<file path="src/core/cpm_consts.svh">
// Purpose: constants for the control pin and general purpose pin mux
// Assumes: one 10 MHz clock, ports stand in for control registers
// Notes: holds the field positions, reset values and pin counts
// Overview of operation
// - power_down_n at 0 puts the device into power down and stops operation.
// - in power down every cmos output floats and the pll is stopped.
// - power_down_n at 1 enables the device; undriven, a pull-down keeps it off.
// - self_test_enable at 0 disables self test and at 1 enables it.
// - in self test, clock select 0 picks the pixel clock and 1 the 33 MHz clock.
// - the clock select terminal doubles as the external interrupt input.
// - back channel pins 0 to 3 leave reset as general purpose, driving low.
// - back channel pins 0 to 3 share audio serial out, word clock, data c, d.
// - fast pins act as general i/o only in two-lane mode; they reset floating.
// - fast pins 0 to 3 share spi data out, data in, clock and slave select.
// - register-only pins 5 and 6 are set by register only and reset low.
// - register-only pins 5 and 6 share audio data outputs b and a.
// - in the alternate role audio terminals a to d are slave-mode outputs.
`ifndef CPM_CONSTS_SVH
`define CPM_CONSTS_SVH
`define CPM_BC_PINS 4
`define CPM_FAST_PINS 4
`define CPM_REG_PINS 2
`define CPM_SEL_GPIO 1'h0
`define CPM_SEL_ALT 1'h1
`define CPM_OUT_RESET 1'h0
`define CPM_CLKSEL_PIXEL 1'h0
`define CPM_CLKSEL_INTERNAL 1'h1
`define CPM_SPI_MISO_IDX 1
`endif

</file>
<file path="src/core/cpm_pkg.sv">
// Purpose: types for the control pin mux
// Assumes: constants come from cpm_consts.svh
// Notes: the power state machine has two states
package cpm_pkg;
	typedef enum logic {
		CPM_OFF,
		CPM_ON
	} cpm_power_t;
	typedef enum logic [1:0] {
		CPM_BIST_OFF,
		CPM_BIST_PIXEL,
		CPM_BIST_INTERNAL
	} cpm_bist_t;
endpackage

</file>
<file path="src/core/cpm_pin_mux.sv">
// Purpose: control pins and shared general purpose pin multiplexing
// Assumes: inputs are synchronous to clock_in; reset_n_in is the async reset
// Notes: back channel and fast pads are in, out and enable, register pads out and enable only; enable high means this side drives
`include "cpm_consts.svh"
`timescale 1ns/10ps
`default_nettype none
module cpm_pin_mux #(
	parameter int BC_PINS = `CPM_BC_PINS,
	parameter int FAST_PINS = `CPM_FAST_PINS,
	parameter int REG_PINS = `CPM_REG_PINS
) (
	input wire logic clock_in,
	input wire logic reset_n_in,
	input wire logic power_down_n_in,
	input wire logic self_test_enable_in,
	input wire logic self_test_clock_select_in,
	input wire logic two_lane_mode_in,
	input wire logic [BC_PINS-1:0] bc_select_in,
	input wire logic [BC_PINS-1:0] bc_value_in,
	input wire logic [BC_PINS-1:0] bc_drive_in,
	input wire logic audio_serial_data_out_in,
	input wire logic audio_master_word_clock_in,
	input wire logic audio_data_out_c_in,
	input wire logic audio_data_out_d_in,
	input wire logic [FAST_PINS-1:0] fast_select_in,
	input wire logic [FAST_PINS-1:0] fast_value_in,
	input wire logic [FAST_PINS-1:0] fast_drive_in,
	input wire logic spi_data_out_in,
	input wire logic spi_clock_terminal_in,
	input wire logic spi_slave_select_in,
	input wire logic [REG_PINS-1:0] reg_select_in,
	input wire logic [REG_PINS-1:0] reg_value_in,
	input wire logic audio_data_out_a_in,
	input wire logic audio_data_out_b_in,
	input wire logic [BC_PINS-1:0] bc_pad_in,
	input wire logic [FAST_PINS-1:0] fast_pad_in,
	output logic [BC_PINS-1:0] bc_pad_out,
	output logic [BC_PINS-1:0] bc_pad_oe_out,
	output logic [FAST_PINS-1:0] fast_pad_out,
	output logic [FAST_PINS-1:0] fast_pad_oe_out,
	output logic [REG_PINS-1:0] reg_pad_out,
	output logic [REG_PINS-1:0] reg_pad_oe_out,
	output logic [BC_PINS-1:0] bc_read_out,
	output logic [FAST_PINS-1:0] fast_read_out,
	output logic spi_data_in_out,
	output logic device_enabled_out,
	output logic pll_run_out,
	output logic self_test_active_out,
	output logic self_test_internal_clock_out,
	output logic external_interrupt_out
);
	typedef struct packed {
		cpm_pkg::cpm_power_t power;
		cpm_pkg::cpm_bist_t bist;
		logic irq;
		logic [BC_PINS-1:0] bc_o;
		logic [BC_PINS-1:0] bc_oe;
		logic [BC_PINS-1:0] bc_rd;
		logic [FAST_PINS-1:0] fast_o;
		logic [FAST_PINS-1:0] fast_oe;
		logic [FAST_PINS-1:0] fast_rd;
		logic miso;
		logic [REG_PINS-1:0] reg_o;
		logic [REG_PINS-1:0] reg_oe;
	} cpm_state_t;

	cpm_state_t state_q;
	cpm_state_t state_d;
	logic [BC_PINS-1:0] bc_alt;
	logic [FAST_PINS-1:0] fast_alt;
	logic [REG_PINS-1:0] reg_alt;

	// pick alt or gpio value per terminal
	function automatic logic pick(input logic sel, input logic gpio,
		input logic alt);
		pick = (sel == `CPM_SEL_ALT) ? alt : gpio;
	endfunction

	// alternate sources in terminal order
	assign bc_alt = {audio_data_out_d_in, audio_data_out_c_in,
		audio_master_word_clock_in, audio_serial_data_out_in};
	assign fast_alt = {spi_slave_select_in, spi_clock_terminal_in,
		1'h0, spi_data_out_in};
	assign reg_alt = {audio_data_out_a_in, audio_data_out_b_in};

	// next state: power, self test and the pad muxes
	always_comb begin
		state_d = state_q;
		state_d.power = power_down_n_in ? cpm_pkg::CPM_ON
			: cpm_pkg::CPM_OFF;
		case (state_d.power)
			cpm_pkg::CPM_ON: begin
				if (!self_test_enable_in) begin
					state_d.bist = cpm_pkg::CPM_BIST_OFF;
					// shared terminal reads as interrupt outside self test
					state_d.irq = self_test_clock_select_in;
				end else begin
					state_d.irq = 1'h0;
					state_d.bist = (self_test_clock_select_in ==
						`CPM_CLKSEL_INTERNAL) ? cpm_pkg::CPM_BIST_INTERNAL
						: cpm_pkg::CPM_BIST_PIXEL;
				end
				for (int i = 0; i < BC_PINS; i++) begin
					state_d.bc_o[i] = pick(bc_select_in[i], bc_value_in[i],
						bc_alt[i]);
					// audio alternates are always outputs
					state_d.bc_oe[i] = bc_select_in[i] | bc_drive_in[i];
					state_d.bc_rd[i] = bc_pad_in[i];
				end
				for (int i = 0; i < FAST_PINS; i++) begin
					state_d.fast_o[i] = pick(fast_select_in[i], fast_value_in[i],
						fast_alt[i]);
					if (fast_select_in[i] == `CPM_SEL_ALT) begin
						// spi data in is the only input of the four
						state_d.fast_oe[i] = (i != `CPM_SPI_MISO_IDX);
					end else begin
						state_d.fast_oe[i] = fast_drive_in[i] &
							two_lane_mode_in;
					end
					state_d.fast_rd[i] = two_lane_mode_in ? fast_pad_in[i]
						: 1'h0;
				end
				state_d.miso = fast_pad_in[`CPM_SPI_MISO_IDX];
				for (int i = 0; i < REG_PINS; i++) begin
					state_d.reg_o[i] = pick(reg_select_in[i], reg_value_in[i],
						reg_alt[i]);
					state_d.reg_oe[i] = 1'h1;
				end
			end
			default: begin
				// powered down: all outputs float, pll and self test stop
				state_d.bist = cpm_pkg::CPM_BIST_OFF;
				state_d.irq = 1'h0;
				state_d.bc_o = '0;
				state_d.bc_oe = '0;
				state_d.bc_rd = '0;
				state_d.fast_o = '0;
				state_d.fast_oe = '0;
				state_d.fast_rd = '0;
				state_d.miso = 1'h0;
				state_d.reg_o = '0;
				state_d.reg_oe = '0;
			end
		endcase
	end

	// reset: gpio role, back channel and register pins drive low, fast float
	always_ff @(posedge clock_in or negedge reset_n_in) begin
		if (!reset_n_in) begin
			state_q.power <= cpm_pkg::CPM_OFF;
			state_q.bist <= cpm_pkg::CPM_BIST_OFF;
			state_q.irq <= 1'h0;
			state_q.bc_o <= '0;
			state_q.bc_oe <= '1;
			state_q.bc_rd <= '0;
			state_q.fast_o <= '0;
			state_q.fast_oe <= '0;
			state_q.fast_rd <= '0;
			state_q.miso <= 1'h0;
			state_q.reg_o <= '0;
			state_q.reg_oe <= '1;
		end else begin
			state_q <= state_d;
		end
	end

	// outputs straight from the state flops
	assign bc_pad_out = state_q.bc_o;
	assign bc_pad_oe_out = state_q.bc_oe;
	assign fast_pad_out = state_q.fast_o;
	assign fast_pad_oe_out = state_q.fast_oe;
	assign reg_pad_out = state_q.reg_o;
	assign reg_pad_oe_out = state_q.reg_oe;
	assign bc_read_out = state_q.bc_rd;
	assign fast_read_out = state_q.fast_rd;
	assign spi_data_in_out = state_q.miso;
	assign device_enabled_out = (state_q.power == cpm_pkg::CPM_ON);
	assign pll_run_out = (state_q.power == cpm_pkg::CPM_ON);
	assign self_test_active_out = (state_q.bist != cpm_pkg::CPM_BIST_OFF);
	assign self_test_internal_clock_out =
		(state_q.bist == cpm_pkg::CPM_BIST_INTERNAL);
	assign external_interrupt_out = state_q.irq;

	// checks beside the logic
	chk_pd_float: assert property (@(posedge clock_in)
		disable iff (!reset_n_in)
		!power_down_n_in |=> (bc_pad_oe_out == '0 && fast_pad_oe_out == '0
		&& reg_pad_oe_out == '0 && !pll_run_out))
		else $error("outputs driven while powered down");
	chk_pd_enable: assert property (@(posedge clock_in)
		disable iff (!reset_n_in)
		power_down_n_in |=> device_enabled_out)
		else $error("device not enabled with power_down_n high");
	chk_pd_off: assert property (@(posedge clock_in)
		disable iff (!reset_n_in)
		$fell(power_down_n_in) |=> !device_enabled_out)
		else $error("device stayed on after power down");
	chk_bist_off: assert property (@(posedge clock_in)
		disable iff (!reset_n_in)
		!self_test_enable_in |=> !self_test_active_out)
		else $error("self test active while disabled");
	chk_bist_clock: assert property (@(posedge clock_in)
		disable iff (!reset_n_in)
		(power_down_n_in && self_test_enable_in) |=>
		(self_test_active_out && self_test_internal_clock_out
		== $past(self_test_clock_select_in)))
		else $error("wrong self test clock");
	chk_irq_share: assert property (@(posedge clock_in)
		disable iff (!reset_n_in)
		(power_down_n_in && !self_test_enable_in) |=>
		external_interrupt_out == $past(self_test_clock_select_in))
		else $error("interrupt does not follow shared pin");
	chk_fast_single: assert property (@(posedge clock_in)
		disable iff (!reset_n_in)
		(!two_lane_mode_in && fast_select_in == '0) |=>
		fast_pad_oe_out == '0)
		else $error("fast pin driven outside two-lane mode");
	chk_bc_mux: assert property (@(posedge clock_in)
		disable iff (!reset_n_in)
		(power_down_n_in && bc_select_in[0]) |=>
		(bc_pad_out[0] == $past(audio_serial_data_out_in)
		&& bc_pad_oe_out[0]))
		else $error("audio serial out not on back channel pin 0");
	chk_reg_mux: assert property (@(posedge clock_in)
		disable iff (!reset_n_in)
		(power_down_n_in && !reg_select_in[1]) |=>
		reg_pad_out[1] == $past(reg_value_in[1]))
		else $error("register pin 6 not following its value");
	cov_bist_int: cover property (@(posedge clock_in)
		self_test_internal_clock_out);
	cov_two_lane: cover property (@(posedge clock_in) fast_pad_oe_out != '0);
	cov_pd_cycle: cover property (@(posedge clock_in)
		device_enabled_out ##1 !device_enabled_out);
endmodule
`default_nettype wire

</file>
<file path="config.mk">
export PLATFORM = sky130hd
export DESIGN_NAME = cpm_pin_mux
export DESIGN_NICKNAME = d
export VERILOG_FILES = /design/src/core/cpm_pkg.sv /design/src/core/cpm_pin_mux.sv
export VERILOG_INCLUDE_DIRS = /design/src /design/src/core
export SDC_FILE = /design/constraint.sdc
export NUM_CORES = 1
export LEC_CHECK = 0
export CAP_MARGIN = 10
export CORE_MARGIN = 3
export CORE_UTILIZATION = 65
export CTS_CLUSTER_DIAMETER = 150
export DETAILED_ROUTE_END_ITERATION = 16
export DONT_BUFFER_PORTS = 1
export PLACE_DENSITY_LB_ADDON = 0.25
export SYNTH_ARGS = -nofsm -noshare
export SYNTH_HDL_FRONTEND = slang
export SYNTH_SLANG_ARGS = --single-unit
</file>
<file path="constraint.sdc">
create_clock -name clock_in -period 1.91 [get_ports clock_in]
set_input_delay 0.191 -clock clock_in [delete_from_list [all_inputs] [get_ports clock_in]]
set_output_delay 0.191 -clock clock_in [all_outputs]
set_load 0.01 [all_outputs]
</file>
; ---- Yosys cells after proc, flatten, opt, wreduce, memory -nomap -nowiden
; Index checks and enable logic that the tools add are counted.
[word_totals]
register_bits = 33
rom_bits = 0
mem_bits_rw = 0
output_inout_bits = 34
latch_bits = 0
memories = 0
[classes]
eq_ne = 1
bitwise_logic = 8
addsub = 0
order_cmp = 0
n_reduce_logical = 1
n_mul = 0
div_mod_pow = 0
n_shift = 0
mux = 22
[op_table]
columns = operator, count
row1 = 32-bit 2-to-1 mux, 1
row2 = 1-bit 2-to-1 mux, 19
row3 = 1-bit AND, 4
row4 = 1-bit bitwise OR, 4
row5 = 3-bit 2-to-1 mux, 1
row6 = "2-bit == test, second input constant", 1
row7 = 2-bit 2-to-1 mux, 1
row8 = 2-bit nonzero test, 1

; ---- Logic depth before layout (Yosys ltp)
; Gate-level depths: netlist of run 1.
[logic_depth]
depth_word = 3
ltp_mapped = 3
depth_no_buf = 2

; ---- Least setup slack after synthesis of run 1
; No wires, ideal clock.
[synth_path]
kind = register -> output
startpoint = reg state_q[31] (netlist bit)
endpoint = out self_test_active_out
path_slack_ns = 1.064
arrival_time_ns = 0.655
path_stages_with_launch = 2
path_cell_list = dfrtp_1 > or2_2
[synth_between]
elab_chain_len = 1
[synth_lines]
columns = element, line_no
row1 = start: declaration, cpm_pin_mux.sv:67  ; cpm_state_t state_q;
row2 = start signal: assignment, cpm_pin_mux.sv:163  ; state_q <= state_d;
row3 = 2-bit nonzero test, cpm_pin_mux.sv:179  ; assign self_test_active_out = (state_q.bist != cpm_pkg::CPM_BIST_OFF);
row4 = end: declaration, cpm_pin_mux.sv:48  ; output logic self_test_active_out,
; Every way passes these cells.

==> qor.csv, run 1 <==
stage;metric;value;unit
outcome;status;finished clean;
setup_path;Slowest cell on crit path;dlygate4sd3_1;
yosys;count of cell types in the netlist;15;
global_route;initial antenna violation count;0;
yosys;Synth Cell Area;1360;sq um
global_route;number of global-route vias before repair;717;
setup_path;worst path required time;2.17;ns
die;Chip Width;51.7;microns
global_route;total congestion overflow;0;
sta;final hold vios;0;
sta;max-slew violations;0;
global_route;gr usage total;0.200;
setup_path;most used cell, CP;dlygate4sd3_1;
sta;minimum clock period;1.69;ns
yosys;post-synth top area cell;dfrtp_1;
cts;H-tree levels;2;
place;post-DP HPWL;1400;microns
place;PortBufs;0;
cts;Clock Tree Root;clkbuf_4;
detailed_routing;routed vias;691;
detailed_routing;drt drc;0;
place;dpl cell area;1160;sq um
layout;filler cell count in the final layout;121;
yosys;Avg Cell Area, Syn;12.5;sq um
die;io pins;85;
cts;Resize count post-CTS;0;
global_route;pin count of the biggest net entering global routing;33;
detailed_routing;final WL;2360;microns
sta;setup tns final;0;ns
detailed_routing;Iter 0 DRT Violations;9;
yosys;Seq/Total Area, Yosys;0.593;
cts;CTS tree;built;
die;site row count;15;
power_and_ir_drop;Worst IR Drop VDD;653;uV
layout;final instance area;1420;sq um
detailed_routing;Routed wire per std cell;18.3;microns
layout;nets@finish;154;
cts;Clock Path Buffers;2;
sta;RSZ-0062 raised after global routing;no;
yosys;post-synthesis net count;160;
die;die height;51.7;microns
yosys;Area contributors post-synth;dfrtp_1, buf_4, dfstp_2;
job;Max Cap Viol;0;
cts;postcts setup bufs;0;
die;Die ar.;2680;sq um
cts;total clock sinks;32;
setup_path;Largest stage delay, worst path;0.95;ns
hold_path;Hold Crit Endpoint;fast_read_out[1];
die;Initial Util;0.739;
sta;setup violators final;0;
setup_path;Critical Path Sink Type;register;
hold_path;Worst Hold Class;in -> reg;
layout;fin util;0.772;
sta;fmax;592;MHz
detailed_routing;Vias/cell;5.36;
sta;worst-margin pin slew;0.639;ns
sta;period utilization;0.884;
layout;layout cells sized above 1;0.144;
setup_path;CP arrival;1.95;ns
place;RD Place Congestion;0.620;
global_route;first-pass GRT wire length;3600;microns
setup_path;worst-path maximum fanout;23;
detailed_routing;drt first pass iters;4;
die;core area;1840;sq um
power_and_ir_drop;leakage dissipation;0.000699;uW
setup_path;Crit Path Class;in -> reg;
place;setup slack at placement;1.05;ns
cts;Clock transition at path regs;0.09;ns
yosys;Synth warnings;0;
yosys;post-synth top area share;0.497;
yosys;cells after synthesis;109;
sta;final worst slack;0.222;ns
power_and_ir_drop;Power Dens Cells;871;nW/um^2
hold_path;hold wc startpoint;power_down_n_in;
yosys;FF+latch count, synth;32;
layout;diode count;0;
setup_path;CP Cell Sequence;dlygate4sd3_1, o21a_1, dlygate4sd3_1;
hold_path;WHS Path Cells;1;
cts;clock buffer count from CTS;5;
detailed_routing;antenna-violating nets left;0;
layout;area added between synthesis and finish;4.42;%
setup_path;element type at the critical path start;primary input;
sta;slew margin rel.;0.573;
==> stage by stage <==
step / std cells / power (uW) / hold WS, ns
floorplan: 109 / 854 / -0.105
global placement: 102 / 810 / -0.104
detailed placement: 102 / 811 / -0.104
CTS: 128 / 1250 / 0.000680
global route: 129 / 1310 / 0.00420
finish: 129 / 1240 / 0.0203
==> kinds of logic (layout without fill, tap and decap cells) <==
family                 Yosys count  in the layout  synth area share
flip-flops                      32             32             0.593
buffers and inverters           32             27             0.171
AND/OR/NAND/NOR                 29             29             0.136
multiplexers                     9              9            0.0662
AO/OA/AOI/OAI                    7              7            0.0331
==> worst max-delay path by stage <==
stage,depth (start not counted),end,startpoint
floorplan,1,self_test_active_out,state_q[31]
global placement,1,self_test_active_out,state_q[31]
detailed placement,1,self_test_active_out,state_q[31]
CTS,4,external_interrupt_out,power_down_n_in
global route,3,bc_pad_oe_out[3],power_down_n_in
finish,3,bc_pad_oe_out[3],power_down_n_in
==> critical path, delay by kind of cell <==
kind            cells  cell delay (ns)
buf+inv             2             1.53
compound gates      1             0.23
==> flip-flops by register name, summed over array words and instances, names as in the netlist <==
signal / count
fast_pad_oe_out: 4
bc_pad_oe_out: 4
fast_read_out: 4
bc_read_out: 4
bc_pad_out: 4
spi_data_in_out: 1
state_q: 2
reg_pad_out: 2
reg_pad_oe_out: 1
device_enabled_out: 1
external_interrupt_out: 1
fast_pad_out: 4
==> area by class of cell <==
| type | instances | area [sq um] | area share |
|---|---|---|---|
| Sequential cell | 32 | 807 | 0.568 |
| Multi-Input combinational cell | 45 | 320 | 0.226 |
| Timing Repair Buffer | 19 | 200 | 0.141 |
| Tap cell | 25 | 31.3 | 0.0220 |
| Clock inverter | 2 | 10.0 | 0.00705 |
| Clock buffer | 6 | 51.3 | 0.0361 |
==> Yosys cell counts <==
library cell and n:
a21oi_1 3, and2_1 5, and3_1 5, and3b_1 2, and4b_1 1, buf_2 3
buf_4 29, dfrtp_1 27, dfstp_2 5, mux2i_1 9, nand2_1 1, nor2_1 1
nor2b_1 13, o21a_1 4, or2_2 1
==> what timing repair did <==
| item | 4_1_cts | 5_1_grt |
|---|---|---|
| hold buffers | 18 | 1 |
| hold endpoints to repair | 55 | 2 |
| setup endpoints to repair | 0 | 0 |
==> power breakdown <==
part | internal (uW) | switching [uW] | leakage (uW)
Combinational | 58.7 | 39.8 | 0.000257
Sequential | 719 | 34.4 | 0.000404
Clock | 175 | 210 | 0.0000380
==> cell usage in the layout (no fill, tap or decap), drive strengths merged <==
cell and instances:
and2 5, dfstp 5, and3 5, dlygate4sd3 18
o21a 4, nand2 1, clkinv 2, buf 1
nor2b 13, or2 1, nor2 1, mux2i 9
a21oi 3, and3b 2, clkbuf 6, and4b 1
dfrtp 27
==> routing by layer <==
layer  wire length, microns  GRT usage  share of wire  vias to the layer above
met3                    357      0.117           0.15                       10
met2                   1130      0.305           0.48                       62
met4                     95      0.140          0.040                        0
met1                    774      0.203           0.33                      306
li1                       -          -              -                      313
met5                      0          0              0                        -
Note: power is estimated with default switching activity, not from simulation.
==> run 2: changes to the inputs <==
--- a/config.mk
+++ b/config.mk
@@ -13,6 +13,7 @@
 export DETAILED_ROUTE_END_ITERATION = 16
 export DONT_BUFFER_PORTS = 1
 export PLACE_DENSITY_LB_ADDON = 0.25
+export RECOVER_POWER = 50
 export SYNTH_ARGS = -nofsm -noshare
 export SYNTH_HDL_FRONTEND = slang
 export SYNTH_SLANG_ARGS = --single-unit
==> qor.csv, run 2 (synthesis gave the netlist of run 1 again) <==
stage;metric;value;unit
setup_path;element type at the critical path start;primary input;
power_and_ir_drop;Worst IR Drop VDD;654;uV
cts;H-tree levels;2;
sta;minimum clock period;1.69;ns
sta;setup violators final;0;
detailed_routing;Routed wire per std cell;18.2;microns
setup_path;Slowest cell on crit path;dlygate4sd3_1;
die;Initial Util;0.739;
cts;hold_buf cts;18;
layout;layout cells sized above 1;0.135;
detailed_routing;drt first pass iters;4;
global_route;number of global-route vias before repair;717;
sta;RSZ-0062 raised after global routing;no;
die;Chip Width;51.7;microns
sta;fmax;592;MHz
place;dpl cell area;1160;sq um
setup_path;most used cell, CP;dlygate4sd3_1;
layout;nets@finish;154;
hold_path;Worst Hold Class;in -> reg;
detailed_routing;drt drc;0;
setup_path;CP top delay family;buffers and inverters;
place;PortBufs;0;
cts;clock buffer count from CTS;5;
layout;register area;807;sq um
cts;CTS tree;built;
global_route;pin count of the biggest net entering global routing;33;
place;DP Cell Count;102;
die;Die ar.;2680;sq um
detailed_routing;routed vias;693;
place;RD Place Congestion;0.620;
outcome;status;finished clean;
cts;Clock Path Buffers;2;
die;core area;1840;sq um
setup_path;Largest stage delay, worst path;0.95;ns
place;post-DP HPWL;1400;microns
sta;setup tns final;0;ns
power_and_ir_drop;Power Dens Cells;873;nW/um^2
detailed_routing;Iter 0 DRT Violations;11;
setup_path;CP Cell Sequence;dlygate4sd3_1, o21a_1, dlygate4sd3_1;
layout;Finished Layout Cells;129;
die;site row count;15;
job;Max Cap Viol;0;
layout;most frequent cells in the layout;dfrtp_1, dlygate4sd3_1, nor2b_1, mux2i_1;
layout;final instance area;1410;sq um
place;setup slack at placement;1.05;ns
global_route;initial antenna violation count;0;
die;io pins;85;
setup_path;CP arrival;1.95;ns
layout;commonest non-fill, non-tap cell in the layout;dfrtp_1;
sta;final hold vios;0;
global_route;total congestion overflow;0;
layout;area added between synthesis and finish;3.86;%
setup_path;Crit Path Class;in -> reg;
sta;worst-margin pin slew;1.27;ns
layout;diode count;0;
cts;Clock transition at path regs;0.09;ns
power_and_ir_drop;leakage dissipation;0.000702;uW
cts;postcts setup bufs;0;
cts;total clock sinks;32;
sta;final worst slack;0.222;ns
sta;max-slew violations;0;
cts;Clock Tree Root;clkbuf_4;
sta;slew margin rel.;0.150;
detailed_routing;final WL;2350;microns
global_route;gr usage total;0.200;
cts;Resize count post-CTS;0;
sta;period utilization;0.884;
detailed_routing;Vias/cell;5.37;
setup_path;worst-path maximum fanout;23;
global_route;first-pass GRT wire length;3600;microns
detailed_routing;antenna-violating nets left;0;
sta;hold_ws;0.0204;ns
setup_path;worst path bufs/invs;2;
layout;Multi-input gate area;320;sq um
setup_path;worst path required time;2.17;ns
die;die height;51.7;microns
layout;filler cell count in the final layout;123;
setup_path;Critical Path Sink Type;register;
[run 2: routing by layer]
metal,part of all wire,track usage
met1,0.32,0.203
met2,0.49,0.305
met5,0,0
met3,0.15,0.117
met4,0.040,0.140
[run 2: final timing paths]
kind	startpoint	to	slack, ns	cells past startpoint
setup / recovery	power_down_n_in	bc_pad_oe_out[3]	0.22	3
hold / removal	power_down_n_in	fast_read_out[1]	0.02	1
max in group asynchronous	reset_n_in	bc_read_out[1]	0.44	2
min in group asynchronous	reset_n_in	bc_pad_out[0]	0.72	2
[run 2: cell type report]
class | instances | area share
tap | 25 | 0.0221
clock buffer | 6 | 0.0363
timing repair buffer | 19 | 0.136
sequential | 32 | 0.571
clock inverter | 2 | 0.00709
multi-input combinational | 45 | 0.227
[run 2: per-stage QoR]
stage                     utilization  total power, uW
after floorplan                     -              854
after global placement          0.630              810
after detailed placement        0.630              811
after CTS                       0.767             1250
after global routing            0.768             1300
final                           0.768             1230
[run 2: power by group]
group	internal (uW)	switching, uW
combinational	56.2	39.0
sequential	719	34.4
clock	175	211
total	950	284
==> run 3: changes to the inputs <==
--- a/config.mk
+++ b/config.mk
@@ -7,6 +7,7 @@
 export NUM_CORES = 1
 export LEC_CHECK = 0
 export CAP_MARGIN = 10
+export CORE_ASPECT_RATIO = 0.9
 export CORE_MARGIN = 3
 export CORE_UTILIZATION = 65
 export CTS_CLUSTER_DIAMETER = 150
==> qor.csv, run 3 (synthesis gave the netlist of run 1 again) <==
stage;metric;value;unit
detailed_routing;drt first pass iters;3;
setup_path;Crit Path Class;in -> reg;
layout;register area;807;sq um
setup_path;Critical Path Sink Type;register;
setup_path;most used cell, CP;dlygate4sd3_1;
sta;period utilization;0.852;
setup_path;CP top delay family;buffers and inverters;
place;setup slack at placement;1.05;ns
cts;total clock sinks;32;
place;RD Place Congestion;0.595;
cts;Resize count post-CTS;0;
layout;commonest non-fill, non-tap cell in the layout;dfrtp_1;
cts;Clock Path Buffers;2;
setup_path;CP arrival;1.89;ns
detailed_routing;Vias/cell;5.34;
detailed_routing;Routed wire per std cell;19.1;microns
setup_path;CP Cell Sequence;dlygate4sd3_1, nand2_1, nor2_1, dlygate4sd3_1;
sta;RSZ-0062 raised after global routing;no;
detailed_routing;antenna-violating nets left;0;
cts;hold_buf cts;18;
layout;area added between synthesis and finish;4.60;%
layout;most frequent cells in the layout;dfrtp_1, dlygate4sd3_1, nor2b_1, mux2i_1;
layout;Multi-input gate area;320;sq um
sta;setup tns final;0;ns
sta;fmax;615;MHz
die;io pins;85;
cts;H-tree levels;2;
power_and_ir_drop;Power Dens Cells;872;nW/um^2
setup_path;Slowest cell on crit path;dlygate4sd3_1;
place;PortBufs;0;
die;die height;49.4;microns
die;Initial Util;0.697;
cts;Clock Tree Root;clkbuf_4;
sta;final worst slack;0.283;ns
die;site row count;15;
sta;final hold vios;0;
global_route;first-pass GRT wire length;3640;microns
setup_path;Worst path depth;4;
die;Chip Width;54.2;microns
outcome;status;finished clean;
hold_path;WHS Path Cells;2;
hold_path;Worst Hold Class;in -> reg;
sta;minimum clock period;1.63;ns
sta;max-slew violations;0;
global_route;pin count of the biggest net entering global routing;33;
sta;setup violators final;0;
sta;slew margin rel.;0.500;
place;dpl cell area;1160;sq um
sta;worst-margin pin slew;0.750;ns
setup_path;crit path from;power_down_n_in;
setup_path;element type at the critical path start;primary input;
setup_path;worst path required time;2.17;ns
layout;nets@finish;156;
layout;filler cell count in the final layout;149;
setup_path;Largest stage delay, worst path;0.91;ns
detailed_routing;Iter 0 DRT Violations;3;
cts;postcts setup bufs;0;
die;Die ar.;2680;sq um
layout;layout cells sized above 1;0.123;
global_route;initial antenna violation count;0;
setup_path;worst-path maximum fanout;20;
global_route;total congestion overflow;0;
power_and_ir_drop;leakage dissipation;0.000696;uW
layout;diode count;0;
cts;Clock transition at path regs;0.09;ns
power_and_ir_drop;Worst IR Drop VDD;637;uV
hold_path;hold wc startpoint;fast_select_in[0];
job;Max Cap Viol;0;
die;core area;1950;sq um
sta;hold_ws;0.0181;ns
layout;final instance area;1420;sq um
cts;CTS tree;built;
detailed_routing;routed vias;699;
setup_path;worst path bufs/invs;2;
detailed_routing;final WL;2500;microns
cts;clock buffer count from CTS;5;
global_route;gr usage total;0.200;
detailed_routing;drt drc;0;
global_route;number of global-route vias before repair;699;
## run 3: cell types whose count changed in the layout (fill, tap and decap cells not counted)
cell            before  now
clkbuf_1             0    2
clkbuf_2             0    1
dlygate4sd3_1       18   20
dlymetal6s2s_1       1    0
clkinv_2             2    0
## run 3: area by class of cell
cell class              count  area share
clock buffers               8      0.0413
flip-flops and latches     32       0.567
repair buffers             21       0.144
multi-input cells          45       0.225
well taps                  25      0.0220
## run 3: worst paths after layout
| path | endpoint |
|---|---|
| worst max-delay path | external_interrupt_out |
| worst min-delay path | fast_pad_oe_out[0] |
| max in group asynchronous | reg_pad_out[0] |
| min in group asynchronous | fast_pad_out[3] |
## run 3: metrics by stage
| step | total power, uW | cells | utilization |
|---|---|---|---|
| floorplan | 854 | 109 | - |
| global placement | 809 | 102 | 0.594 |
| detailed placement | 812 | 102 | 0.594 |
| CTS | 1250 | 128 | 0.721 |
| global route | 1320 | 131 | 0.729 |
| finish | 1240 | 131 | 0.729 |
## run 3: power by group
group,switching [uW],internal [uW],leakage (uW)
logic,40.3,57.8,0.000260
registers,34.7,719,0.000404
clock network,208,182,0.0000326
## run 3: per-layer routing
metal / vias to the layer above / share of wire / GRT usage
met5: - / 0 / 0
met4: 0 / 0.0092 / 0.0622
met3: 5 / 0.13 / 0.110
met2: 51 / 0.55 / 0.313
met1: 328 / 0.32 / 0.228
li1: 315 / - / -
